[src/design/risc_pkg.sv]
// Shared constants and types of the reference input selection block.
// Assumes an 8-bit register view, each register on one 32-bit word.
package risc_pkg;

   // ----------------------------------------
   // Register indices (byte address = 4 x index)
   // ----------------------------------------
   localparam int unsigned ADDR_W = 10;
   localparam logic [7:0] IDX_EDGE = 8'h31;
   localparam logic [7:0] IDX_SEL = 8'h32;
   localparam logic [7:0] IDX_CTL = 8'h33;
   localparam logic [7:0] IDX_PDIV = 8'h34;
   localparam logic [7:0] IDX_STAT = 8'h35;

   // ----------------------------------------
   // Field positions
   // ----------------------------------------
   localparam int EDGE1_LSB = 2;
   localparam int EDGE0_LSB = 0;
   localparam int SECM_LSB = 6;
   localparam int PRIM_LSB = 4;
   localparam int SELB_LSB = 2;
   localparam int SELA_LSB = 0;
   localparam int SKIP_BIT = 7;
   localparam int KEEP_BIT = 2;
   localparam int SGAIN_BIT = 1;
   localparam int PGAIN_BIT = 0;
   localparam int PDIV_LSB = 0;

   // ----------------------------------------
   // Reset values
   // ----------------------------------------
   localparam logic [1:0] EDGE_RST = 2'h0;
   localparam logic [1:0] SECM_RST = 2'h2;
   localparam logic [1:0] PRIM_RST = 2'h1;
   localparam logic [1:0] SELB_RST = 2'h1;
   localparam logic [1:0] SELA_RST = 2'h1;
   localparam logic SKIP_RST = 1'b0;
   localparam logic KEEP_RST = 1'b0;
   localparam logic SGAIN_RST = 1'b1;
   localparam logic PGAIN_RST = 1'b1;
   localparam logic [2:0] PDIV_RST = 3'h0;

   // ----------------------------------------
   // Codes
   // ----------------------------------------
   localparam logic [1:0] EDGE_FAST = 2'h0;
   localparam logic [1:0] EDGE_SLOW = 2'h2;

   typedef enum logic [1:0] {
      SRC_AUTO = 2'h0,
      SRC_PIN = 2'h1,
      SRC_PRI = 2'h2,
      SRC_SEC = 2'h3
   } risc_src_mode_t;

   typedef enum logic [1:0] {
      BUF_SE = 2'h0,
      BUF_DIFF = 2'h1,
      BUF_XTAL = 2'h2,
      BUF_OFF = 2'h3
   } risc_buf_mode_t;

   typedef enum logic [1:0] {
      PIN_LOW = 2'h0,
      PIN_MID = 2'h1,
      PIN_HIGH = 2'h2
   } risc_pin_lvl_t;

   typedef enum logic [1:0] {
      MUX_RUN = 2'b01,
      MUX_DRAIN = 2'b10
   } risc_mux_st_t;

   typedef struct packed {
      logic [1:0] edge1;
      logic [1:0] edge0;
      risc_buf_mode_t sec_mode;
      risc_buf_mode_t pri_mode;
      risc_src_mode_t synth_b;
      risc_src_mode_t synth_a;
      logic skip;
      logic keep;
      logic sgain;
      logic pgain;
      logic [2:0] pdiv;
   } risc_cfg_t;

endpackage : risc_pkg

[src/design/risc_ref_path.sv]
// One synthesizer's reference selector with a glitch-free switch.
// Assumes reference inputs are sampled levels in the system clock domain.
`timescale 1ns/10ps
module risc_ref_path #(
   parameter bit PIN_LOW_PRI = 1'b1
) (
   // Clock and reset
   input wire logic clk_sys_in,
   input wire logic rst_n_in,
   // Selection
   input wire risc_pkg::risc_src_mode_t mode_in,
   input wire risc_pkg::risc_pin_lvl_t pin_lvl_in,
   input wire logic skip_in,
   input wire logic pri_ok_in,
   input wire logic sec_ok_in,
   // Sources
   input wire logic pri_ref_in,
   input wire logic sec_ref_in,
   // Result
   output logic ref_out,
   output logic use_sec_out
);

   typedef struct packed {
      risc_pkg::risc_mux_st_t fsm;
      logic cur_sec;
      logic out;
   } risc_path_st_t;

   risc_path_st_t st_reg;
   risc_path_st_t st_next;
   logic want_sec;
   logic auto_sec;
   logic cur_src;
   logic tgt_src;

   // ----------------------------------------
   // Source choice
   // ----------------------------------------
   always_comb begin
      auto_sec = !pri_ok_in && sec_ok_in;
      unique case (mode_in)
         risc_pkg::SRC_AUTO: want_sec = auto_sec;
         risc_pkg::SRC_PIN: begin
            if (PIN_LOW_PRI) begin
               want_sec = (pin_lvl_in == risc_pkg::PIN_LOW) ? 1'b0 : auto_sec;
            end else begin
               want_sec = (pin_lvl_in == risc_pkg::PIN_HIGH) ? auto_sec : 1'b1;
            end
         end
         risc_pkg::SRC_PRI: want_sec = 1'b0;
         risc_pkg::SRC_SEC: want_sec = 1'b1;
      endcase
   end

   // ----------------------------------------
   // Glitch-free switch
   // ----------------------------------------
   // Old source must go low, then output stays low until the new one is low
   always_comb begin
      st_next = st_reg;
      cur_src = st_reg.cur_sec ? sec_ref_in : pri_ref_in;
      tgt_src = want_sec ? sec_ref_in : pri_ref_in;
      unique case (st_reg.fsm)
         risc_pkg::MUX_RUN: begin
            st_next.out = cur_src;
            if (want_sec != st_reg.cur_sec) begin
               if (skip_in) begin
                  st_next.cur_sec = want_sec;
                  st_next.out = tgt_src;
               end else if (!cur_src) begin
                  st_next.fsm = risc_pkg::MUX_DRAIN;
                  st_next.out = 1'b0;
               end
            end
         end
         risc_pkg::MUX_DRAIN: begin
            st_next.out = 1'b0;
            // Bypass ends the wait at once; output stays low one more cycle
            if (skip_in || !tgt_src) begin
               st_next.cur_sec = want_sec;
               st_next.fsm = risc_pkg::MUX_RUN;
            end
         end
      endcase
   end

   always_ff @(posedge clk_sys_in or negedge rst_n_in) begin
      if (!rst_n_in) begin
         st_reg <= '{fsm: risc_pkg::MUX_RUN, cur_sec: 1'b0, out: 1'b0};
      end else begin
         st_reg <= st_next;
      end
   end

   assign ref_out = st_reg.out;
   assign use_sec_out = st_reg.cur_sec;
endmodule : risc_ref_path

[src/design/risc_top.sv]
// Reference input selection and configuration, Avalon-MM register slave.
// Assumes reference inputs and the choice pin are synchronous to clk_sys_in.
`timescale 1ns/10ps
module risc_top #(
   parameter int unsigned LOS_CYCLES = 64
) (
   // Clock and reset
   input wire logic clk_sys_in,
   input wire logic nrst_in,
   // Avalon-MM slave
   input wire logic [risc_pkg::ADDR_W-1:0] avs_address_in,
   input wire logic avs_read_in,
   input wire logic avs_write_in,
   input wire logic [31:0] avs_writedata_in,
   input wire logic [3:0] avs_byteenable_in,
   output logic [31:0] avs_readdata_out,
   output logic avs_waitrequest_out,
   // Reference sources and choice pin
   input wire logic pri_ref_in,
   input wire logic sec_ref_in,
   input wire risc_pkg::risc_pin_lvl_t ref_choice_pin_in,
   // Analog controls
   output logic [1:0] status_pin1_edge_rate_out,
   output logic [1:0] status_pin0_edge_rate_out,
   output logic [1:0] primary_buffer_mode_out,
   output logic [1:0] secondary_buffer_mode_out,
   output logic pri_buf_en_out,
   output logic sec_buf_en_out,
   output logic primary_buffer_gain_out,
   output logic secondary_buffer_gain_out,
   // Synthesizer references
   output logic synth_a_ref_out,
   output logic synth_b_ref_out
);

   localparam int LOS_W = $clog2(LOS_CYCLES + 1);
   localparam logic [LOS_W-1:0] LOS_MAX = LOS_W'(LOS_CYCLES);

   typedef struct packed {
      risc_pkg::risc_cfg_t cfg;
      logic ack;
      logic [7:0] rdata;
      logic [1:0][LOS_W-1:0] los_cnt;
      logic [1:0] src_prev;
      logic [1:0] src_ok;
      logic pri_en;
      logic sec_en;
      logic xtal_off;
      logic [1:0] use_sec_q;
      logic a_prev;
      logic [2:0] div_cnt;
      logic a_out;
      logic b_out;
   } risc_top_st_t;

   localparam risc_pkg::risc_cfg_t CFG_RST = '{
      edge1: risc_pkg::EDGE_RST,
      edge0: risc_pkg::EDGE_RST,
      sec_mode: risc_pkg::risc_buf_mode_t'(risc_pkg::SECM_RST),
      pri_mode: risc_pkg::risc_buf_mode_t'(risc_pkg::PRIM_RST),
      synth_b: risc_pkg::risc_src_mode_t'(risc_pkg::SELB_RST),
      synth_a: risc_pkg::risc_src_mode_t'(risc_pkg::SELA_RST),
      skip: risc_pkg::SKIP_RST,
      keep: risc_pkg::KEEP_RST,
      sgain: risc_pkg::SGAIN_RST,
      pgain: risc_pkg::PGAIN_RST,
      pdiv: risc_pkg::PDIV_RST
   };

   logic [1:0] rst_sync;
   logic rst_n;
   risc_top_st_t st_reg;
   risc_top_st_t st_next;
   logic [1:0] ref_w;
   logic [1:0] use_sec_w;
   logic [1:0] src_w;
   logic [7:0] idx;
   logic wr_go;
   logic a_rise;
   logic back_pri;
   logic xtal_set;
   logic xtal_clr;

   // ----------------------------------------
   // Reset release
   // ----------------------------------------
   always_ff @(posedge clk_sys_in or negedge nrst_in) begin
      if (!nrst_in) begin
         rst_sync <= 2'b00;
      end else begin
         rst_sync <= {rst_sync[0], 1'b1};
      end
   end
   assign rst_n = rst_sync[1];

   // ----------------------------------------
   // Register readback
   // ----------------------------------------
   // Reserved positions stay zero because only named fields are placed
   function automatic logic [7:0] rd_byte(input logic [7:0] i, input risc_top_st_t s);
      logic [7:0] v;
      v = 8'h00;
      if (i == risc_pkg::IDX_EDGE) begin
         v[risc_pkg::EDGE1_LSB +: 2] = s.cfg.edge1;
         v[risc_pkg::EDGE0_LSB +: 2] = s.cfg.edge0;
      end else if (i == risc_pkg::IDX_SEL) begin
         v[risc_pkg::SECM_LSB +: 2] = s.cfg.sec_mode;
         v[risc_pkg::PRIM_LSB +: 2] = s.cfg.pri_mode;
         v[risc_pkg::SELB_LSB +: 2] = s.cfg.synth_b;
         v[risc_pkg::SELA_LSB +: 2] = s.cfg.synth_a;
      end else if (i == risc_pkg::IDX_CTL) begin
         v[risc_pkg::SKIP_BIT] = s.cfg.skip;
         v[risc_pkg::KEEP_BIT] = s.cfg.keep;
         v[risc_pkg::SGAIN_BIT] = s.cfg.sgain;
         v[risc_pkg::PGAIN_BIT] = s.cfg.pgain;
      end else if (i == risc_pkg::IDX_PDIV) begin
         v[risc_pkg::PDIV_LSB +: 3] = s.cfg.pdiv;
      end else if (i == risc_pkg::IDX_STAT) begin
         v[4:0] = {s.xtal_off, s.use_sec_q, s.src_ok};
      end
      return v;
   endfunction : rd_byte

   // ----------------------------------------
   // Per-synthesizer selectors
   // ----------------------------------------
   // A source stuck high never lets the old path drain; use the skip bit then
   genvar g;
   generate
      for (g = 0; g < 2; g++) begin : gen_path
         risc_ref_path #(
            .PIN_LOW_PRI(g == 0)
         ) u_path (
            .clk_sys_in(clk_sys_in),
            .rst_n_in(rst_n),
            .mode_in((g == 0) ? st_reg.cfg.synth_a : st_reg.cfg.synth_b),
            .pin_lvl_in(ref_choice_pin_in),
            .skip_in(st_reg.cfg.skip),
            .pri_ok_in(st_reg.src_ok[0]),
            .sec_ok_in(st_reg.src_ok[1]),
            .pri_ref_in(pri_ref_in),
            .sec_ref_in(sec_ref_in),
            .ref_out(ref_w[g]),
            .use_sec_out(use_sec_w[g])
         );
      end
   endgenerate

   // ----------------------------------------
   // Next state
   // ----------------------------------------
   always_comb begin
      st_next = st_reg;
      idx = avs_address_in[9:2];
      src_w = {sec_ref_in, pri_ref_in};
      // One wait cycle; write lands when waitrequest is seen low
      st_next.ack = (avs_read_in || avs_write_in) && !st_reg.ack;
      if (avs_read_in && !st_reg.ack) begin
         st_next.rdata = rd_byte(idx, st_reg);
      end
      wr_go = avs_write_in && st_reg.ack && avs_byteenable_in[0];
      if (wr_go) begin
         if (idx == risc_pkg::IDX_EDGE) begin
            st_next.cfg.edge1 = avs_writedata_in[risc_pkg::EDGE1_LSB +: 2];
            st_next.cfg.edge0 = avs_writedata_in[risc_pkg::EDGE0_LSB +: 2];
         end else if (idx == risc_pkg::IDX_SEL) begin
            st_next.cfg.sec_mode = risc_pkg::risc_buf_mode_t'(
               avs_writedata_in[risc_pkg::SECM_LSB +: 2]);
            st_next.cfg.pri_mode = risc_pkg::risc_buf_mode_t'(
               avs_writedata_in[risc_pkg::PRIM_LSB +: 2]);
            st_next.cfg.synth_b = risc_pkg::risc_src_mode_t'(
               avs_writedata_in[risc_pkg::SELB_LSB +: 2]);
            st_next.cfg.synth_a = risc_pkg::risc_src_mode_t'(
               avs_writedata_in[risc_pkg::SELA_LSB +: 2]);
         end else if (idx == risc_pkg::IDX_CTL) begin
            st_next.cfg.skip = avs_writedata_in[risc_pkg::SKIP_BIT];
            st_next.cfg.keep = avs_writedata_in[risc_pkg::KEEP_BIT];
            st_next.cfg.sgain = avs_writedata_in[risc_pkg::SGAIN_BIT];
            st_next.cfg.pgain = avs_writedata_in[risc_pkg::PGAIN_BIT];
         end else if (idx == risc_pkg::IDX_PDIV) begin
            st_next.cfg.pdiv = avs_writedata_in[risc_pkg::PDIV_LSB +: 3];
         end
      end

      // Activity watch; a disabled buffer never counts as present
      for (int i = 0; i < 2; i++) begin
         st_next.src_prev[i] = src_w[i];
         if (src_w[i] && !st_reg.src_prev[i]) begin
            st_next.los_cnt[i] = '0;
         end else if (st_reg.los_cnt[i] != LOS_MAX) begin
            st_next.los_cnt[i] = st_reg.los_cnt[i] + LOS_W'(1);
         end
      end
      st_next.src_ok[0] = st_reg.pri_en && (st_reg.los_cnt[0] < LOS_MAX);
      st_next.src_ok[1] = st_reg.sec_en && (st_reg.los_cnt[1] < LOS_MAX);

      // Buffer enables
      st_next.pri_en = !st_reg.cfg.pri_mode[1];
      st_next.sec_en = (st_reg.cfg.sec_mode != risc_pkg::BUF_OFF) && !st_reg.xtal_off;

      // Crystal shut-off after return to primary; set wins over clear
      st_next.use_sec_q = use_sec_w;
      back_pri = |(st_reg.use_sec_q & ~use_sec_w) && !(|use_sec_w);
      xtal_set = back_pri && st_reg.cfg.sec_mode == risc_pkg::BUF_XTAL && !st_reg.cfg.keep;
      xtal_clr = st_reg.cfg.keep || st_reg.cfg.sec_mode != risc_pkg::BUF_XTAL || |use_sec_w;
      if (xtal_set) begin
         st_next.xtal_off = 1'b1;
      end else if (xtal_clr) begin
         st_next.xtal_off = 1'b0;
      end

      // Synth A predivider, counted on reference rising edges
      a_rise = ref_w[0] && !st_reg.a_prev;
      st_next.a_prev = ref_w[0];
      if (st_reg.cfg.pdiv == 3'h0) begin
         st_next.div_cnt = 3'h0;
         st_next.a_out = ref_w[0];
      end else begin
         if (a_rise) begin
            st_next.div_cnt = (st_reg.div_cnt >= st_reg.cfg.pdiv) ? 3'h0 :
               st_reg.div_cnt + 3'h1;
         end
         st_next.a_out = st_next.div_cnt <= (st_reg.cfg.pdiv >> 1);
      end
      st_next.b_out = ref_w[1];
   end

   always_ff @(posedge clk_sys_in or negedge rst_n) begin
      if (!rst_n) begin
         st_reg <= '{cfg: CFG_RST, los_cnt: {LOS_MAX, LOS_MAX}, default: '0};
      end else begin
         st_reg <= st_next;
      end
   end

   // ----------------------------------------
   // Outputs
   // ----------------------------------------
   assign avs_readdata_out = {24'h000000, st_reg.rdata};
   assign avs_waitrequest_out = !st_reg.ack;
   assign status_pin1_edge_rate_out = st_reg.cfg.edge1;
   assign status_pin0_edge_rate_out = st_reg.cfg.edge0;
   assign primary_buffer_mode_out = st_reg.cfg.pri_mode;
   assign secondary_buffer_mode_out = st_reg.cfg.sec_mode;
   assign pri_buf_en_out = st_reg.pri_en;
   assign sec_buf_en_out = st_reg.sec_en;
   assign primary_buffer_gain_out = st_reg.cfg.pgain;
   assign secondary_buffer_gain_out = st_reg.cfg.sgain;
   assign synth_a_ref_out = st_reg.a_out;
   assign synth_b_ref_out = st_reg.b_out;
endmodule : risc_top

[config.mk]
export PLATFORM = sky130hd
export DESIGN_NAME = risc_top
export DESIGN_NICKNAME = d
export VERILOG_FILES = /design/src/design/risc_pkg.sv /design/src/design/risc_ref_path.sv /design/src/design/risc_top.sv
export SDC_FILE = /design/constraint.sdc
export NUM_CORES = 1
export LEC_CHECK = 0
export BUFFER_PORTS_ARGS = -buffer_cell sky130_fd_sc_hd__clkbuf_2
export CORE_MARGIN = 1
export CORE_UTILIZATION = 49
export CTS_BUF_LIST = sky130_fd_sc_hd__clkbuf_8
export DETAILED_ROUTE_END_ITERATION = 6
export GPL_ROUTABILITY_DRIVEN = 0
export GPL_TIMING_DRIVEN = 0
export PLACE_DENSITY_LB_ADDON = 0.1
export SETUP_SLACK_MARGIN = 0.05
export SLEW_MARGIN = 20
export SYNTH_ARGS = -nofsm -noshare
export SYNTH_HDL_FRONTEND = slang
export SYNTH_HIERARCHICAL = 1
export SYNTH_SLANG_ARGS = --single-unit
[constraint.sdc]
create_clock -name clk_sys_in -period 2.15 [get_ports clk_sys_in]
set_clock_uncertainty 0.2 [all_clocks]
set_input_delay 0.43 -clock clk_sys_in [delete_from_list [all_inputs] [get_ports clk_sys_in]]
set_output_delay 0.43 -clock clk_sys_in [all_outputs]
set_load 0.005 [all_outputs]
; After elaboration in Yosys (flattened, before gate mapping)
; Index checks and enable logic that the tools add are counted.
; W data, S select, Z words.
[word_totals]
in_bits = 54
ram_bits = 0
romBits = 0
elab_cells = 169
latch_bits = 0
mem_count = 0
reg_bits = 67
[op_classes]
bitwise = 5
n_eq_ne = 33
n_addsub = 3
n_shift = 0
magnitude_cmp = 4
muxes = 45
reduce_logical = 47
div_mod_pow = 0
n_mul = 0
[ops]
columns = operator, count
row1 = $eq A8 B6 Y1 const B, 5
row2 = $mux W7, 4
row3 = $mux W3, 7
row4 = $mux W4, 5
row5 = $eq A2 B2 Y1 const B, 8
row6 = $mux W1, 16
row7 = $ne A2 B2 Y1 const B, 8
row8 = $pmux W4 S2, 2
row9 = $add A7 B1 Y7 const B, 2
row10 = $logic_and A1 B1 Y1, 14
row11 = $lt A7 B7 Y1 const B, 2
row12 = $mux W2, 7
row13 = $ne A7 B7 Y1 const B, 2
row14 = $reduce_and A4 Y1, 3
row15 = $logic_not A1 Y1, 11
row16 = $mux W5, 2
row17 = $reduce_and A3 Y1, 3
row18 = $eq A2 B1 Y1 const B, 4
row19 = $ne A2 B1 Y1 const B, 4
row20 = $pmux W1 S4, 2
row21 = $logic_not A2 Y1, 3
row22 = $reduce_bool A2 Y1, 3
row23 = $logic_or A1 B1 Y1, 5
row24 = $reduce_and A5 Y1, 1
row25 = other kinds (10), 14

; Logic depth before layout (Yosys ltp)
[depth]
depth_word = 9
ltp_mapped = 10
ltp_nobuf = 10

; Hierarchy
; The synthesis kept the hierarchy.
[modules_own_cells]
columns = mod, area_each_um2, cells_each, instances, seq_area_each_um2
row1 = risc_top, 3016.6, 273, 1, 1486.4
row2 = risc_ref_path (gen_path[1].u_path), 327.8, 38, 1, 101.3
row3 = risc_ref_path (gen_path[0].u_path), 326.6, 40, 1, 101.3

; Least setup slack after synthesis
; No wires, ideal clock.
[synth_path]
path_type = input-to-reg
start = in ref_choice_pin_in[0]
end = reg gen_path[1].u_path.st_reg (netlist bit gen_path[1].u_path/use_sec_out)
path_buffers = 0
path_slack_ns = -0.148
arrival_time_ns = 2.018
cell_stages = 8
required_time_ns = 1.870
setup_time_ns = 0.080
cell_sequence = or3b_4 -> a21oi_4 -> inv_1 -> ha_1 -> nor2b_1 -> nor2_1 -> a211o_2 -> o211ai_2
[synth_between]
elab_chain_cells = 8
word_cells_on_any_way = 14
cone_classes = 4 x eq/ne / 7 x mux / 3 x reduce/logical
[synth_rtl]
columns = element, line
row1 = start: declaration, risc_top.sv:21  ; input wire risc_pkg::risc_pin_lvl_t ref_choice_pin_in,
row2 = $eq A2 B2 Y1 (*), risc_ref_path.sv:48  ; want_sec = (pin_lvl_in == risc_pkg::PIN_HIGH) ? auto_sec : 1'b1;
row3 = $mux W1 (*), risc_ref_path.sv:48
row4 = $pmux W1 S4 (*), risc_ref_path.sv:42  ; unique case (mode_in)
row5 = $mux W1, risc_ref_path.sv:63  ; tgt_src = want_sec ? sec_ref_in : pri_ref_in;
row6 = $logic_not A1 Y1, risc_ref_path.sv:80  ; if (skip_in || !tgt_src) begin
row7 = $logic_or A1 B1 Y1, risc_ref_path.sv:80
row8 = $ne A2 B1 Y1 (no source line), -
row9 = $reduce_and A3 Y1 (no source line), -
row10 = end signal: assignment, risc_ref_path.sv:90  ; st_reg <= '{fsm: risc_pkg::MUX_RUN, cur_sec: 1'b0, out: 1'b0};
row11 = end signal: assignment, risc_ref_path.sv:92  ; st_reg <= st_next;
row12 = end: declaration, risc_ref_path.sv:30  ; risc_path_st_t st_reg;
; Every way passes the cells marked *; elsewhere a longest branch is shown, timed or not. The select of a mux whose other input is x is not followed.
; A chain may end at the register's enable or synchronous reset.

==> flow_summary_export.csv <==
group,metric,value,unit
outcome,run_status,"completed",
place,dpl.cell_count,520,
synthesis,synth.mux.area_fraction,9.782,%
floorplan,start_util,50.61,%
synthesis,yosysTopAreaCell,"dfrtp_1",
power_and_ir_drop,p_int,2.305,mW
route,drc,0,
critical_path,crit_end,"synth_a_ref_out$_DFF_PN0_",
finish,finalCoreUtilization,63.58,%
synthesis,netlist_area,3671,sq um
synthesis,synthTopCellsByArea,"dfrtp_1 39%, buf_4 8.4%, dfstp_2 7.2%, mux2_2 7.1%, ha_1 4.1%",
finish,regArea,1694,sq um
timing,setup_viol,0,
synthesis,synthAdderAreaFrac,4.090,%
timing,setup_slack,4.760,ps
timing,rsz0062_at_grt,"true",
synthesis,synth-seq-cells,67,
place,numPortBuffers,46,
clock_network,clock_latency,350,ps
grt,grt_pass1_vias,2594,
clock_network,cts_sinks,67,
grt,grt_max_degree,45,
power_and_ir_drop,power-per-cell-area,696.4,nW/um^2
grt,grt_pass1_wl,11870,microns
route,first_pass_iters,4,
synthesis,synthArstFlopShare,100.0,%
floorplan,die_h,88.56,microns
place,place_ws,-290.9,ps
clock_network,htree_levels,3,
clock_network,cts_tree,"done",
timing,slew_headroom,63.48,%
power_and_ir_drop,seqPwrFrac,47.9,%
floorplan,rows,31,
power_and_ir_drop,power,3.212,mW
clock_network,cts_buffers,9,
flow_run,max_cap_viol_count,0,
grt,grt_usage,20.33,%
route,drtAntennaViolNets,0,
finish,largest_register_ffs,35,
critical_path,end_kind,"flip-flop",
critical_path,rr_worst_depth,10,
route,vias_per_cell,4.942,
power_and_ir_drop,pwr-share-comb,18.1,%
route,wirelength,7279,microns
synthesis,synth_top_family_by_area,"simple AND/OR/NAND/NOR gates",
power_and_ir_drop,p_leak,2.272,nW
timing,fin_crit_sh,99.78,%
critical_path,worst-setup-path-type,"flip-flop to flip-flop",
synthesis,synth_top_area_share,38.85,%
power_and_ir_drop,p_sw,0.9065,mW
route,wl_per_cell,13.16,microns
critical_path,cp-startpoint,"st_reg[40]$_DFFE_PN0P_",
finish,layout_commonest_cell,"buf_4",
clock_network,clkTransAtPathRegs,80,ps
finish,final_layout_size_suffix_gt1_share,40.97,%
finish,fin_nets,515,
place,placed_area,4188,sq um
timing,fmax,466.1,MHz
critical_path,worstReg2RegEnd,"synth_a_ref_out$_DFF_PN0_",
synthesis,synth_compound_area_share,9.748,%
floorplan,io_pins,101,
finish,design_area,4612,sq um
timing,whs,21.06,ps
finish,final_cell_mix,"57 x buf_4, 55 x dfrtp_1, 46 x clkbuf_2",
clock_network,clk_path_buf_depth,2,
synthesis,synthSimpleGateAreaFrac,17.08,%
synthesis,avgSynthCellArea,10.46,sq um
route,drt-initial-drc-count,85,
floorplan,fp.dieW,88.56,microns
floorplan,die_area,7842,sq um
critical_path,r2r-start,"st_reg[40]$_DFFE_PN0P_",
timing,worstMarginPinSlew,543.7,ps
timing,hold_violations,0,
place,hpwl,5270,microns
clock_network,clockRootBuffer,"clkbuf_8",
grt,antenna_found_initial,0,
timing,tns,0,ps
power_and_ir_drop,clockPowerShare,34.0,%
critical_path,cp_max_fo,3,
synthesis,ys.flop_type,"dfrtp_1",
critical_path,arrival,2220,ps
grt,gr-total-overflow,0,
synthesis,synth_xor_area_share,2.624,%
finish,fill_cells,598,
power_and_ir_drop,ir_drop,447.3,uV
power_and_ir_drop,p_sw_share,28.23,%
finish,antenna_cells,0,
min_path,hold_path_class,"flip-flop to async pin",
synthesis,ys.warnings.count,6,
finish,fin_cells,553,
route,num_vias,2733,
finish,syn2layout_area_growth,25.63,%
timing,slew_violations,0,
timing,period_needed,2145,ps
finish,multi_input_area,1809,sq um
synthesis,synth_edf_count,0,
critical_path,cp.required,2220,ps
synthesis,synth_cell_types,54,
critical_path,r2r_setup_slack,5,ps
synthesis,yosysSeqAreaShare,46.01,%
floorplan,core,7253,sq um
critical_path,startpoint_type,"flip-flop",
synthesis,synth_cells,351,
==> area by class of cell <==
type	instances	share of cell area [%]
tap	99	2.686
clock inverter	5	1.329
timing repair buffer	64	8.410
buffer	45	7.027
sequential	67	36.73
clock buffer	11	3.283
inverter	16	1.302
multi-input combinational	246	39.23
==> Yosys cell counts, types with 5 or more instances <==
master	number
mux2_2	23
ha_1	12
nand2b_1	11
buf_4	41
inv_1	16
a21oi_1	6
nand3_1	12
nor2_1	26
nand2_1	24
o21ai_0	13
and3_1	5
dfstp_2	10
mux2i_1	10
nor2b_1	15
xnor2_1	7
dfrtp_1	57
==> cell families (layout without fill, tap and decap cells) <==
family                     count (synthesis)  count (layout)
DFF                                       67              67
and+or+nand+nor                          115             115
AOI/OAI and AO/OA                         50              50
xor gates and xnor gates                  11              11
adders and majority gates                 12              12
muxes                                     33              33
other                                      2              25
buffers and inverters                     61             141
==> critical path, stage by stage, from the launching register on <==
cell      delay, ps
dfrtp_2         430
inv_2            90
ha_4            210
a21oi_4         130
o211ai_1        110
o21ai_1         180
ha_1            270
nor2b_1         140
o21ai_1         110
nand3_1          80
o21ai_1         120
==> power by group through the flow <==
stage	logic (mW)	registers [mW]	clock network, mW
after global routing	0.663	1.56	1.19
final	0.581	1.54	1.09
after CTS	0.578	1.54	1.13
after detailed placement	0.545	1.56	0
after global placement	0.509	1.57	0
after floorplan	0.412	1.54	0
==> how the worst min path moves through the flow <==
| stage | startpoint | end | slack, ps | cells after the start |
|---|---|---|---|---|
| 3_5_place_dp | nrst_in | rst_sync[0]$_DFF_PN0_ | 20 | 1 |
| 3_3_place_gp | nrst_in | rst_sync[0]$_DFF_PN0_ | 20 | 1 |
| 6_report | rst_sync[1]$_DFF_PN0_ | avs_readdata_out[0]$_DFFE_PN0P_ | 20 | 0 |
| 4_1_cts | rst_sync[1]$_DFF_PN0_ | gen_path[1].u_path/ref_out$_DFF_PN0_ | 40 | 0 |
| 2_1_floorplan | nrst_in | rst_sync[0]$_DFF_PN0_ | -70 | 0 |
| 5_1_grt | rst_sync[1]$_DFF_PN0_ | gen_path[0].u_path/ref_out$_DFF_PN0_ | 60 | 0 |
==> repair_timing <==
| item | in CTS | in global routing |
|---|---|---|
| resized for setup | 12 | 11 |
| hold buffers | 1 | 0 |
| endpoints found under the setup margin | 5 | 5 |
| endpoints found under the hold margin | 2 | 0 |
| setup buffers | 14 | 2 |
| pin swaps | 11 | 3 |
==> layer usage <==
layer	part of all wire, %	GRT usage (%)
met2	49	33.01
met5	0	0
met1	46	25.70
met3	3.3	4.198
met4	2.0	10.70
Power figures use the tool's default switching activity.
